### src/verilog/bot_consts.vh
// Purpose: constants for the bulk-only storage transport framer
// Assumes: byte-wide endpoint streams, one clock
// Notes:   offsets are byte positions inside the wrappers
`ifndef BOT_CONSTS_VH
`define BOT_CONSTS_VH
`define PROTO_CODE        8'h50
`define CMD_WRAP_LEN      6'h1f
`define STAT_WRAP_LEN     4'hd
`define CMD_SIG           32'h43425355
`define STAT_SIG          32'h53425355
`define OFS_TAG           5'h04
`define OFS_LEN           5'h08
`define OFS_FLAGS         5'h0c
`define OFS_LUN           5'h0d
`define OFS_CBLEN         5'h0e
`define OFS_CB            5'h0f
`define OFS_STATUS        4'hc
`define DIR_BIT           7
`define ST_PASS           8'h00
`define ST_FAIL           8'h01
`define ST_PHASE          8'h02
`define REQ_RESET         8'hff
`define REQ_MAXLUN        8'hfe
`define MAX_LUN           8'h00
`define CB_MAX            5'h10
`define FIFO_DEPTH        16
`define FIFO_AW           4
`endif

### src/verilog/bulk_only_storage_transport.v
// Purpose: command/status wrapper framing and sequencing for bulk-only storage
// Assumes: byte streams for bulk-out and bulk-in with valid/ready; packet end
//          marked by a last flag; command engine answers with done and status
// Notes:   data stage bytes pass through a 16-word FIFO in either direction
`timescale 1ns/100ps
`include "bot_consts.vh"
module bulk_only_storage_transport (
  input  wire         clk,
  input  wire         nrst,
  output wire [7:0]   protocolCode,
  input  wire [7:0]   outData,
  input  wire         outValid,
  input  wire         outLast,
  output wire         outReady,
  output wire [7:0]   inData,
  output wire         inValid,
  output wire         inLast,
  input  wire         inReady,
  input  wire         ctrlReqValid,
  input  wire [7:0]   ctrlReqCode,
  output reg  [7:0]   ctrlRespData,
  output reg          ctrlRespValid,
  output reg          cmdValid,
  output reg  [127:0] cmdBlock,
  output reg  [4:0]   cmdBlockLen,
  output reg  [7:0]   cmdLun,
  output reg          cmdDirIn,
  output reg  [31:0]  cmdLength,
  output wire [7:0]   rxData,
  output wire         rxValid,
  input  wire         rxReady,
  input  wire [7:0]   txData,
  input  wire         txValid,
  output wire         txReady,
  input  wire         cmdDone,
  input  wire         cmdFailed
);
  // ****************************************
  // State machine
  // ****************************************
  localparam S_CMD    = 3'h0;
  localparam S_EXEC   = 3'h1;
  localparam S_DOUT   = 3'h2;
  localparam S_DIN    = 3'h3;
  localparam S_WAIT   = 3'h4;
  localparam S_STAT   = 3'h5;

  reg [2:0]   state_r;
  reg [4:0]   rxCnt_r;
  reg         badCmd_r;
  reg [31:0]  tag_r;
  reg [31:0]  sig_r;
  reg [7:0]   flags_r;
  reg [31:0]  done_r;
  reg [7:0]   status_r;
  reg [3:0]   txCnt_r;
  reg         engDone_r;
  reg         engFail_r;
  reg [127:0] cbBuf_r;
  reg [7:0]   status_nxt;
  wire [127:0] cbMask;
  wire        classReset;
  wire        outTake;
  wire        cmdEnd;
  wire [31:0] residue;
  wire        lenZero;

  assign protocolCode = `PROTO_CODE;
  assign classReset   = ctrlReqValid && (ctrlReqCode == `REQ_RESET);

  // Get status byte of a wrapper by position
  function [7:0] statByte;
    input [3:0]  pos;
    input [31:0] tagV;
    input [31:0] resV;
    input [7:0]  stV;
    reg   [31:0] word;
    begin
      case (pos[3:2])
        2'h0: word = `STAT_SIG;
        2'h1: word = tagV;
        2'h2: word = resV;
        default: word = {24'h0, stV};
      endcase
      word = word >> {pos[1:0], 3'b000};
      statByte = word[7:0];
    end
  endfunction

  // ****************************************
  // Command block mask
  // ****************************************
  // Bytes past the stated command length are zeroed, so a short command
  // never shows leftovers of an earlier, longer one
  genvar g;
  generate
    for (g = 0; g < 16; g = g + 1) begin : gMask
      assign cbMask[8*g+:8] = (g < cmdBlockLen) ? 8'hff : 8'h00;
    end
  endgenerate

  // ****************************************
  // Wrapper byte maps
  // ****************************************
  // Command:  0-3 signature, 4-7 tag, 8-11 length, 12 flags,
  //           13 unit, 14 block length, 15-30 command block
  // Status:   0-3 signature, 4-7 tag, 8-11 residue, 12 status
  // Fields are little endian; the parser counts bytes rather than trusting
  // the last flag alone, so a short or long packet is dropped whole
  // Trade-off: dropped wrappers get no status; the host recovers with the
  // class reset, which also flushes the data FIFO

  // ****************************************
  // Status choice
  // ****************************************
  // An in stage that ends short is not a phase error: the residue tells it
  always @* begin
    if (engFail_r) begin
      status_nxt = `ST_FAIL;
    end else if (!lenZero && done_r != cmdLength && !dirIn) begin
      // Host sent fewer bytes than it announced
      status_nxt = `ST_PHASE;
    end else begin
      status_nxt = `ST_PASS;
    end
  end

  // ****************************************
  // Data stage FIFO
  // ****************************************
  wire       dirIn;
  wire [7:0] fIn;
  wire       fInValid;
  wire       fInReady;
  wire [7:0] fOut;
  wire       fOutValid;
  wire       fOutReady;
  wire       dataTake;
  wire       stageOut;
  wire       stageIn;

  assign dirIn    = flags_r[`DIR_BIT];
  assign stageOut = (state_r == S_DOUT);
  assign stageIn  = (state_r == S_DIN);
  assign fIn      = stageIn ? txData : outData;
  assign fInValid = stageIn ? txValid : (stageOut && outValid);
  assign txReady  = stageIn && fInReady;
  assign rxData   = fOut;
  assign rxValid  = stageOut && fOutValid;
  assign fOutReady = stageIn ? inReady : (stageOut && rxReady);
  assign dataTake = fOutValid && fOutReady && (stageIn || stageOut);

  // Flushed whenever the sequencer is idle, so bytes of an abandoned stage
  // never leak into the next command
  byte_fifo #(
    .WIDTH (8),
    .DEPTH (`FIFO_DEPTH),
    .AW    (`FIFO_AW)
  ) uFifo (
    .clk      (clk),
    .nrst     (nrst),
    .flush    (classReset || (state_r == S_CMD)),
    .inData   (fIn),
    .inValid  (fInValid),
    .inReady  (fInReady),
    .outData  (fOut),
    .outValid (fOutValid),
    .outReady (fOutReady)
  );

  // ****************************************
  // Bulk ports
  // ****************************************
  assign outReady = (state_r == S_CMD) || (stageOut && fInReady);
  assign outTake  = outValid && (state_r == S_CMD);
  assign cmdEnd   = outTake && outLast;
  assign residue  = cmdLength - done_r;
  assign lenZero  = (cmdLength == 32'h0);
  assign inValid  = stageIn ? fOutValid : (state_r == S_STAT);
  assign inData   = stageIn ? fOut : statByte(txCnt_r, tag_r, residue, status_r);
  assign inLast   = (state_r == S_STAT) && (txCnt_r == `STAT_WRAP_LEN - 4'h1);

  // ****************************************
  // Sequencer
  // ****************************************
  always @(posedge clk) begin
    if (!nrst || classReset) begin
      state_r   <= S_CMD;
      rxCnt_r   <= 5'h0;
      badCmd_r  <= 1'b0;
      tag_r     <= 32'h0;
      sig_r     <= 32'h0;
      flags_r   <= 8'h0;
      done_r    <= 32'h0;
      status_r  <= `ST_PASS;
      txCnt_r   <= 4'h0;
      engDone_r <= 1'b0;
      engFail_r <= 1'b0;
      cmdValid  <= 1'b0;
      cmdBlock  <= 128'h0;
      cbBuf_r   <= 128'h0;
      cmdBlockLen <= 5'h0;
      cmdLun    <= 8'h0;
      cmdDirIn  <= 1'b0;
      cmdLength <= 32'h0;
    end else begin
      cmdValid <= 1'b0;
      // Completion is latched since it may come before the stage closes
      if (cmdDone && state_r != S_CMD) begin
        engDone_r <= 1'b1;
        engFail_r <= cmdFailed;
      end
      if (dataTake) begin
        done_r <= done_r + 32'h1;
      end
      case (state_r)
        S_CMD: begin
          if (outTake) begin
            rxCnt_r <= rxCnt_r + 5'h1;
            if (rxCnt_r > `CMD_WRAP_LEN - 6'h1) begin
              badCmd_r <= 1'b1;
            end
            if (rxCnt_r < `OFS_TAG) begin
              sig_r <= {outData, sig_r[31:8]};
            end else if (rxCnt_r < `OFS_LEN) begin
              tag_r <= {outData, tag_r[31:8]};
            end else if (rxCnt_r < `OFS_FLAGS) begin
              cmdLength <= {outData, cmdLength[31:8]};
            end else if (rxCnt_r == `OFS_FLAGS) begin
              flags_r <= outData;
            end else if (rxCnt_r == `OFS_LUN) begin
              cmdLun <= {4'h0, outData[3:0]};
            end else if (rxCnt_r == `OFS_CBLEN) begin
              cmdBlockLen <= (outData[4:0] > `CB_MAX) ? `CB_MAX : outData[4:0];
            end else begin
              cbBuf_r[{rxCnt_r[3:0] - 4'hf, 3'b000} +: 8] <= outData;
            end
          end
          if (cmdEnd) begin
            rxCnt_r <= 5'h0;
            badCmd_r <= 1'b0;
            // Invalid wrappers are dropped; host recovers with class reset
            if (!badCmd_r && rxCnt_r == `CMD_WRAP_LEN - 6'h1
                && sig_r == `CMD_SIG && flags_r[6:0] == 7'h0) begin
              state_r   <= S_EXEC;
              cmdValid  <= 1'b1;
              cmdDirIn  <= flags_r[`DIR_BIT];
              cmdBlock  <= cbBuf_r & cbMask;
              done_r    <= 32'h0;
              engDone_r <= 1'b0;
              engFail_r <= 1'b0;
              txCnt_r   <= 4'h0;
            end
          end
        end
        S_EXEC: begin
          if (lenZero) begin
            state_r <= S_WAIT;
          end else if (dirIn) begin
            state_r <= S_DIN;
          end else begin
            state_r <= S_DOUT;
          end
        end
        S_DOUT, S_DIN: begin
          // Stage closes at full length, or early when the engine gives up
          if ((dataTake && done_r + 32'h1 == cmdLength) || done_r == cmdLength) begin
            state_r <= S_WAIT;
          end else if (engDone_r && !fOutValid) begin
            state_r <= S_WAIT;
          end
        end
        S_WAIT: begin
          if (engDone_r) begin
            state_r  <= S_STAT;
            status_r <= status_nxt;
          end
        end
        S_STAT: begin
          if (inReady) begin
            if (inLast) begin
              state_r <= S_CMD;
              txCnt_r <= 4'h0;
            end else begin
              txCnt_r <= txCnt_r + 4'h1;
            end
          end
        end
        default: begin
          state_r <= S_CMD;
        end
      endcase
    end
  end

  // ****************************************
  // Control endpoint class answer
  // ****************************************
  // Only the unit query answers here; the reset request acts in the sequencer
  always @(posedge clk) begin
    if (!nrst) begin
      ctrlRespData  <= 8'h0;
      ctrlRespValid <= 1'b0;
    end else begin
      ctrlRespValid <= ctrlReqValid && (ctrlReqCode == `REQ_MAXLUN);
      ctrlRespData  <= `MAX_LUN;
    end
  end
endmodule

### src/verilog/byte_fifo.v
// Purpose: small valid/ready FIFO for the data stage path
// Assumes: single clock, depth a power of two
// Notes:   full and empty come from a separate occupancy count
`timescale 1ns/100ps
module byte_fifo #(
  parameter WIDTH = 8,
  parameter DEPTH = 16,
  parameter AW    = 4
) (
  input  wire             clk,
  input  wire             nrst,
  input  wire             flush,
  input  wire [WIDTH-1:0] inData,
  input  wire             inValid,
  output wire             inReady,
  output wire [WIDTH-1:0] outData,
  output wire             outValid,
  input  wire             outReady
);
  reg [WIDTH-1:0] mem [0:DEPTH-1];
  reg [AW-1:0]    wrPtr_r;
  reg [AW-1:0]    rdPtr_r;
  reg [AW:0]      count_r;
  wire            doWr;
  wire            doRd;

  // Depth is a power of two, so the top count bit alone marks full
  assign inReady  = ~count_r[AW];
  assign outValid = (count_r != {(AW+1){1'b0}});
  assign outData  = mem[rdPtr_r];
  assign doWr     = inValid & inReady;
  assign doRd     = outValid & outReady;

  always @(posedge clk) begin
    if (doWr) begin
      mem[wrPtr_r] <= inData;
    end
  end

  always @(posedge clk) begin
    if (!nrst || flush) begin
      wrPtr_r <= {AW{1'b0}};
      rdPtr_r <= {AW{1'b0}};
      count_r <= {(AW+1){1'b0}};
    end else begin
      if (doWr) begin
        wrPtr_r <= wrPtr_r + 1'b1;
      end
      if (doRd) begin
        rdPtr_r <= rdPtr_r + 1'b1;
      end
      if (doWr && !doRd) begin
        count_r <= count_r + 1'b1;
      end else if (doRd && !doWr) begin
        count_r <= count_r - 1'b1;
      end
    end
  end
endmodule
### config.mk
export PLATFORM = sky130hd
export DESIGN_NAME = bulk_only_storage_transport
export DESIGN_NICKNAME = d
export VERILOG_FILES = /design/src/verilog/bulk_only_storage_transport.v /design/src/verilog/byte_fifo.v
export VERILOG_INCLUDE_DIRS = /design/src /design/src/verilog
export SDC_FILE = /design/constraint.sdc
export NUM_CORES = 1
export LEC_CHECK = 0
export BUFFER_PORTS_ARGS = -buffer_cell sky130_fd_sc_hd__buf_2
export CAP_MARGIN = 10
export CORE_MARGIN = 8
export CORE_UTILIZATION = 44
export CTS_CLUSTER_SIZE = 25
export DETAILED_ROUTE_END_ITERATION = 7
export SLEW_MARGIN = 0
export SYNTH_ARGS = -nofsm -noshare
export SYNTH_HDL_FRONTEND = slang
export SYNTH_SLANG_ARGS = --single-unit
### constraint.sdc
create_clock -name clk -period 8.55 [get_ports clk]
set_input_delay 1.71 -clock clk [delete_from_list [all_inputs] [get_ports clk]]
set_output_delay 1.71 -clock clk [all_outputs]
set_load 0.1 [all_outputs]
### Word level (Yosys, flattened, before mapping)

Memory sizes are Yosys's and may differ from the RTL's. A register that Yosys moved wholly into a read port is not among the register bits.
Cells that the tools add are included.

| storage, ports and cells | value |
|---|---|
| logic and storage cells | 218 |
| flip-flop bits (word level) | 440 |
| RAM bits | 128 |
| output and inout port bits | 213 |
| memories kept | 1 |

Memories:

| memory | depth | width | read ports | clocked after Yosys merged registers in | write ports | RTL line | source |
|---|---|---|---|---|---|---|---|
| uFifo.mem | 16 | 8 | 1 | 1 | 1 | byte_fifo.v:20 | `reg [WIDTH-1:0] mem [0:DEPTH-1];` |

| operators by class | value |
|---|---|
| magnitude comparators | 21 |
| reductions and logical operators | 60 |
| mux-type cells | 65 |
| bitwise logic cells | 12 |
| equality and inequality tests | 24 |
| add/sub/neg operators | 10 |
| shift operators | 3 |

Operator list:

| operator | count |
|---|---|
| $mux W8 | 18 |
| $and A128 B128 Y128 | 1 |
| $bwmux W128 | 1 |
| $mux W32 | 4 |
| $shift A8 B9 Y128 const A | 1 |
| $shiftx A8 B9 Y128 | 1 |
| $pmux W32 S3 | 1 |
| $eq A32 B32 Y1 | 2 |
| $lt A4 B5 Y1 const A | 8 |
| $add A32 B1 Y32 const B | 1 |
| $eq A32 B31 Y1 const B | 1 |
| $logic_not A32 Y1 | 1 |
| $ne A32 B32 Y1 | 1 |
| $shr A32 B5 Y8 | 1 |
| $sub A32 B32 Y32 | 1 |
| $mux W5 | 5 |
| $mux W3 | 8 |
| $mux W4 | 6 |
| $logic_and A1 B1 Y1 | 22 |
| $lt A3 B5 Y1 const A | 4 |
| $mux W1 | 18 |
| $eq A8 B8 Y1 const B | 2 |
| $reduce_and A8 Y1 | 2 |
| $eq A5 B4 Y1 const B | 3 |
| 41 further kinds | 82 |

### Depth between registers and ports, before layout

| depth | value |
|---|---|
| depth after elaboration | 9 |
| mapped depth | 15 |
| gate-level depth less buffers | 13 |

### Cells and area by module

A second synthesis with hierarchy kept.

| second synthesis, totals | value |
|---|---|
| cell total of the unflattened synthesis | 2644 |
| area, all modules | 25090.3 µm² |

Modules (own cells, without submodules):

| module | seq. area each (µm²) | cells each | times used | area an instance (µm²) |
|---|---|---|---|---|
| bulk_only_storage_transport | 8428.1 | 2336 | 1 | 19291.0 |
| byte_fifo | 4184.0 | 308 | 1 | 5799.3 |

### Least setup slack after synthesis

OpenSTA, ideal clock, no wires.

| timing | value |
|---|---|
| kind | register to output |
| start point | register cmdLength[0] |
| end point | output inData[4] |
| data required time | 6.840 ns |
| arrival | 5.247 ns |
| slack | 1.593 ns |
| path buffers | 0 |
| cell stages (with the launch flop) | 13 |
| cells stage by stage | dfxtp_1 inv_1 ha_1 inv_1 fa_1 a21o_1 a221oi_2 o21ai_1 a21oi_1 o31a_1 o41ai_1 xnor2_1 a221oi_1 |

| on the way | value |
|---|---|
| cells in the longest elaborated chain, start to end | 4 |

Ends and longest elaborated chain:

| what | RTL line | source |
|---|---|---|
| from (decl) | bulk_only_storage_transport.v:28 | `output reg [31:0] cmdLength,` |
| from (signal assigned) | bulk_only_storage_transport.v:228 | `cmdLength <= {outData, cmdLength[31:8]};` |
| $sub A32 B32 Y32 | bulk_only_storage_transport.v:177 | `assign residue = cmdLength - done_r;` |
| $pmux W32 S3 | bulk_only_storage_transport.v:79 | `case (pos[3:2])` |
| $shr A32 B5 Y8 | bulk_only_storage_transport.v:85 | `word = word >> {pos[1:0], 3'b000};` |
| $mux W8 | bulk_only_storage_transport.v:180 | `assign inData = stageIn ? fOut : statByte(txCnt_r, tag_r, residue, status_r);` |
| to (decl) | bulk_only_storage_transport.v:15 | `output wire [7:0] inData,` |

No other way between the ends.

### Final worst setup path

| timing | value |
|---|---|
| start point | register done_r[4] |
| end point | output inData[2] |

| on the way | value |
|---|---|
| cells in the longest elaborated chain, start to end | 4 |

Ends and longest elaborated chain:

| what | RTL line | source |
|---|---|---|
| from (decl) | bulk_only_storage_transport.v:54 | `reg [31:0] done_r;` |
| from (signal assigned) | bulk_only_storage_transport.v:214 | `done_r <= done_r + 32'h1;` |
| $sub A32 B32 Y32 | bulk_only_storage_transport.v:177 |  |
| $pmux W32 S3 | bulk_only_storage_transport.v:79 |  |
| $shr A32 B5 Y8 | bulk_only_storage_transport.v:85 |  |
| $mux W8 | bulk_only_storage_transport.v:180 |  |

No other way between the ends.

==> flow_summary.json <==
{
  "max_slew.worst_pin.slew_ns": 1.21,
  "leakage_nw": 11.6,
  "tritoncts_clock_tree": "yes",
  "setup_violations": 0,
  "fin_ws_ns": 2.36,
  "route.final.wire_length_microns": 75500,
  "synth_adder_area_share_pct": 2.63,
  "clk_pin_slew_ns": 0.06,
  "run_status": "complete, no violations",
  "route.antenna.remaining_nets": 0,
  "cts_buffer_depth": 3,
  "count_of_buffers_added_by_post_cts_timing_repair_for_setup": 0,
  "track_usage_pct": 22.6,
  "synth_most_common_cell": "sky130_fd_sc_hd__dfxtp_1",
  "finalWorstPathRequiredPeriod_ns": 6.19,
  "share_of_the_synthesized_area_in_compound_gates_ao_oa_aoi_oai_pct": 13.1,
  "clock_power_share_pct": 42.9,
  "syn_to_final_growth_pct": 14.4,
  "crit-reg2reg-launch": "rxCnt_r[0]$_SDFFE_PP0P_",
  "io_pins": 247,
  "synth_xor_area_share_pct": 3.56,
  "final_hold_viol_count": 0,
  "first_global_vias": 18800,
  "start_kind": "flop",
  "syn-instance-count": 2528,
  "std_cell_rows": 87,
  "setup_repair_after_global_routing_missed_its_margin": "no",
  "met2_usage_pct": 36.5,
  "global_route_wire_length_before_repair_microns": 114000,
  "initialDrtViolationCount": 1770,
  "grt_max_degree": 113,
  "final_core_utilization_pct": 50.6,
  "power.share.switching_pct": 26.4,
  "pwr-share-comb_pct": 9.8,
  "synthArstFlopShare_pct": 0,
  "yosys_warnings": 0,
  "internal-power_w": 0.00437,
  "min_delay_path_class": "reg -> reg",
  "core_region_area_sq_mm": 0.0562,
  "timing.setup.critical_path_class": "reg -> out",
  "syn_area_per_cell_sq_um": 9.83,
  "clkLatencyLatePin_ns": 0.62,
  "switchingPower_w": 0.00157,
  "relSlewSlack_pct": 19.5,
  "vias_per_cell": 5.62,
  "die_height_microns": 254,
  "slew_viol_final": 0,
  "post-synth-top-area-fraction_pct": 35.3,
  "largest_family_of_logic_cells_by_synthesized_area": "simple AND/OR/NAND/NOR gates",
  "routed-via-count": 19600,
  "drive_gt1_share_pct": 14.9,
  "finalNetCount": 2773,
  "drc": 0,
  "dieArea_sq_mm": 0.0643,
  "vdd_drop_max_uv": 166,
  "synth.lib_cells_used.distinct": 80,
  "fillerInstances": 5210,
  "fraction_of_synthesized_area_in_multiplexers_pct": 9.58,
  "hp-start": "cbBuf_r[68]$_SDFFE_PP0P_",
  "synthTopCellsByCount": "438 x sky130_fd_sc_hd__dfxtp_1, 337 x sky130_fd_sc_hd__nand2_1, 280 x sky130_fd_sc_hd__nor2_1, 204 x sky130_fd_sc_hd__a21oi_1, 143 x sky130_fd_sc_hd__mux2i_1",
  "crit_path_max_fanout": 11,
  "max_clock_freq_mhz": 162,
  "gp_routability_congestion": 0.961,
  "global_route.usage.met3_pct": 3.26,
  "dpl_worst_slack_ns": 3.04,
  "post_cts_resize_count": 0,
  "gr-total-overflow": 0,
  "total_negative_setup_slacks_ns": 0,
  "synth.largest_area_cell": "sky130_fd_sc_hd__dfxtp_1",
  "initial_util_pct": 44.2,
  "first_pass_iters": 6,
  "timing.critical_path.from": "done_r[4]$_SDFF_PP0_",
  "placedInstanceArea_sq_mm": 0.0265,
  "tritoncts.num_buffers": 59,
  "die_x_microns": 254,
  "cts_max_level": 2,
  "cp.required_ns": 6.84,
  "yosysSeqAreaShare_pct": 50.8,
  "synth_top_flop_cell": "sky130_fd_sc_hd__dfxtp_1",
  "fin_skew_ns": 0.0416,
  "global_route.peak_usage_layer": "met2",
  "initial_antenna_violation_count": 3,
  "clock_sinks": 566,
  "port_buffers": 226,
  "post_synth_and_or_nand_nor_area_fraction_pct": 16.7,
  "synth-edff-count": 128,
  "yosys-top-cells-area": "sky130_fd_sc_hd__dfxtp_1 35%, sky130_fd_sc_hd__edfxtp_1 15%, sky130_fd_sc_hd__mux2i_1 5.8%, sky130_fd_sc_hd__nand2_1 5.1%, sky130_fd_sc_hd__nor2_1 4.2%",
  "p_per_area_mw_per_mm2": 209,
  "root_buffer": "sky130_fd_sc_hd__clkbuf_16",
  "post_dp_hpwl_microns": 54300,
  "sequentialPowerShare_pct": 47.4,
  "netlist_area_sq_mm": 0.0248,
  "worstSetupEndpointType": "primary output",
  "critPathArrivalTime_ns": 4.48,
  "design_power_total_w": 0.00594,
  "ctsHoldBuffers": 0,
  "dr_wl_cell_microns": 21.6,
  "synth_seq_cells": 566,
  "max-cap-violations": 0,
  "finish.instance_area_sq_mm": 0.0284,
  "final_min_period_over_clock_period_pct": 72.4,
  "grtUsageMet1_pct": 31.7
}
==> stage by stage <==
stage,cells,hold slack (ns)
after detailed placement,3383,0.448
after CTS,3492,0.439
final,3493,0.443
after global placement,3383,0.438
after global routing,3492,0.473
after floorplan,2546,0.428
==> cell type report <==
type,count,area (sq um),share of cell area (%)
timing repair buffer,247,1290,4.54
multi-input combinational,1761,11400,40.2
tap,756,946,3.33
antenna,1,2.50,0.00881
clock inverter,23,251,0.885
sequential,566,12600,44.4
inverter,53,199,0.700
clock buffer,86,1690,5.94
==> logic make-up (layout without fill, tap and decap cells) <==
family,count (synthesis),in the layout
AND/OR/NAND/NOR,910,910
buffers and inverters,219,409
other,2,21
XOR/XNOR,101,101
AO/OA/AOI/OAI,492,492
multiplexers,187,187
adder cells (fa/ha/maj),51,51
flip-flops,566,566
==> critical path, stage by stage, from the launching register on <==
cell and delay (ns):
sky130_fd_sc_hd__dfxtp_1 0.59, sky130_fd_sc_hd__inv_1 0.19, sky130_fd_sc_hd__ha_1 0.40, sky130_fd_sc_hd__a21o_1 0.21, sky130_fd_sc_hd__a221oi_2 0.38, sky130_fd_sc_hd__o21ai_1 0.21
sky130_fd_sc_hd__a21o_1 0.25, sky130_fd_sc_hd__a221o_1 0.36, sky130_fd_sc_hd__a21oi_2 0.22, sky130_fd_sc_hd__mux2_1 0.36, sky130_fd_sc_hd__a21oi_1 0.14, sky130_fd_sc_hd__a211o_1 0.14
sky130_fd_sc_hd__buf_2 0.43
==> layer usage <==
layer,vias to the layer above,routed length [microns]
met3,98,4850
met1,9584,33800
met4,0,1870
met2,645,34900
met5,-,0
li1,9299,-
==> power by group through the flow <==
stage               logic [W]  registers (W)  clock network, W
global placement     0.000566        0.00287                 0
detailed placement   0.000578        0.00287                 0
global route         0.000624        0.00282           0.00271
CTS                  0.000580        0.00281           0.00261
floorplan            0.000446        0.00285                 0
finish               0.000580        0.00281           0.00255
==> state kept, by name, indices dropped and copies added, names as in the netlist, 8 cells and up, named ones only <==
| signal | count |
|---|---|
| cbBuf_r | 128 |
| cmdLength | 32 |
| flags_r | 8 |
| sig_r | 32 |
| uFifo.mem | 128 |
| tag_r | 32 |
| done_r | 32 |
| cmdBlock | 128 |
==> cell usage in the layout (no fill, tap or decap), drive strengths merged, types with 16 or more instances in the layout <==
cell / n
a21o: 18
a21oi: 206
a22o: 113
and2: 21
and3: 21
buf: 247
clkbuf: 86
conb: 20
dfxtp: 438
edfxtp: 128
ha: 49
inv: 55
mux2i: 143
mux4: 40
nand2: 337
nand3: 68
nand4: 28
nor2: 281
nor3: 40
nor4: 20
o21ai: 55
or3: 16
xnor2: 67
xor2: 34
==> path summary, 6_finish.rpt <==
kind                          endpoint  slack (ns)  cells past startpoint
max                          inData[2]        2.36                     12
min          cmdBlock[68]$_SDFFE_PP0P_        0.44                      1
max reg2reg    state_r[0]$_SDFFE_PP0P_        4.41                     11
min reg2reg  cmdBlock[68]$_SDFFE_PP0P_        0.44                      1
No activity file was read; power rests on OpenSTA's default activity.
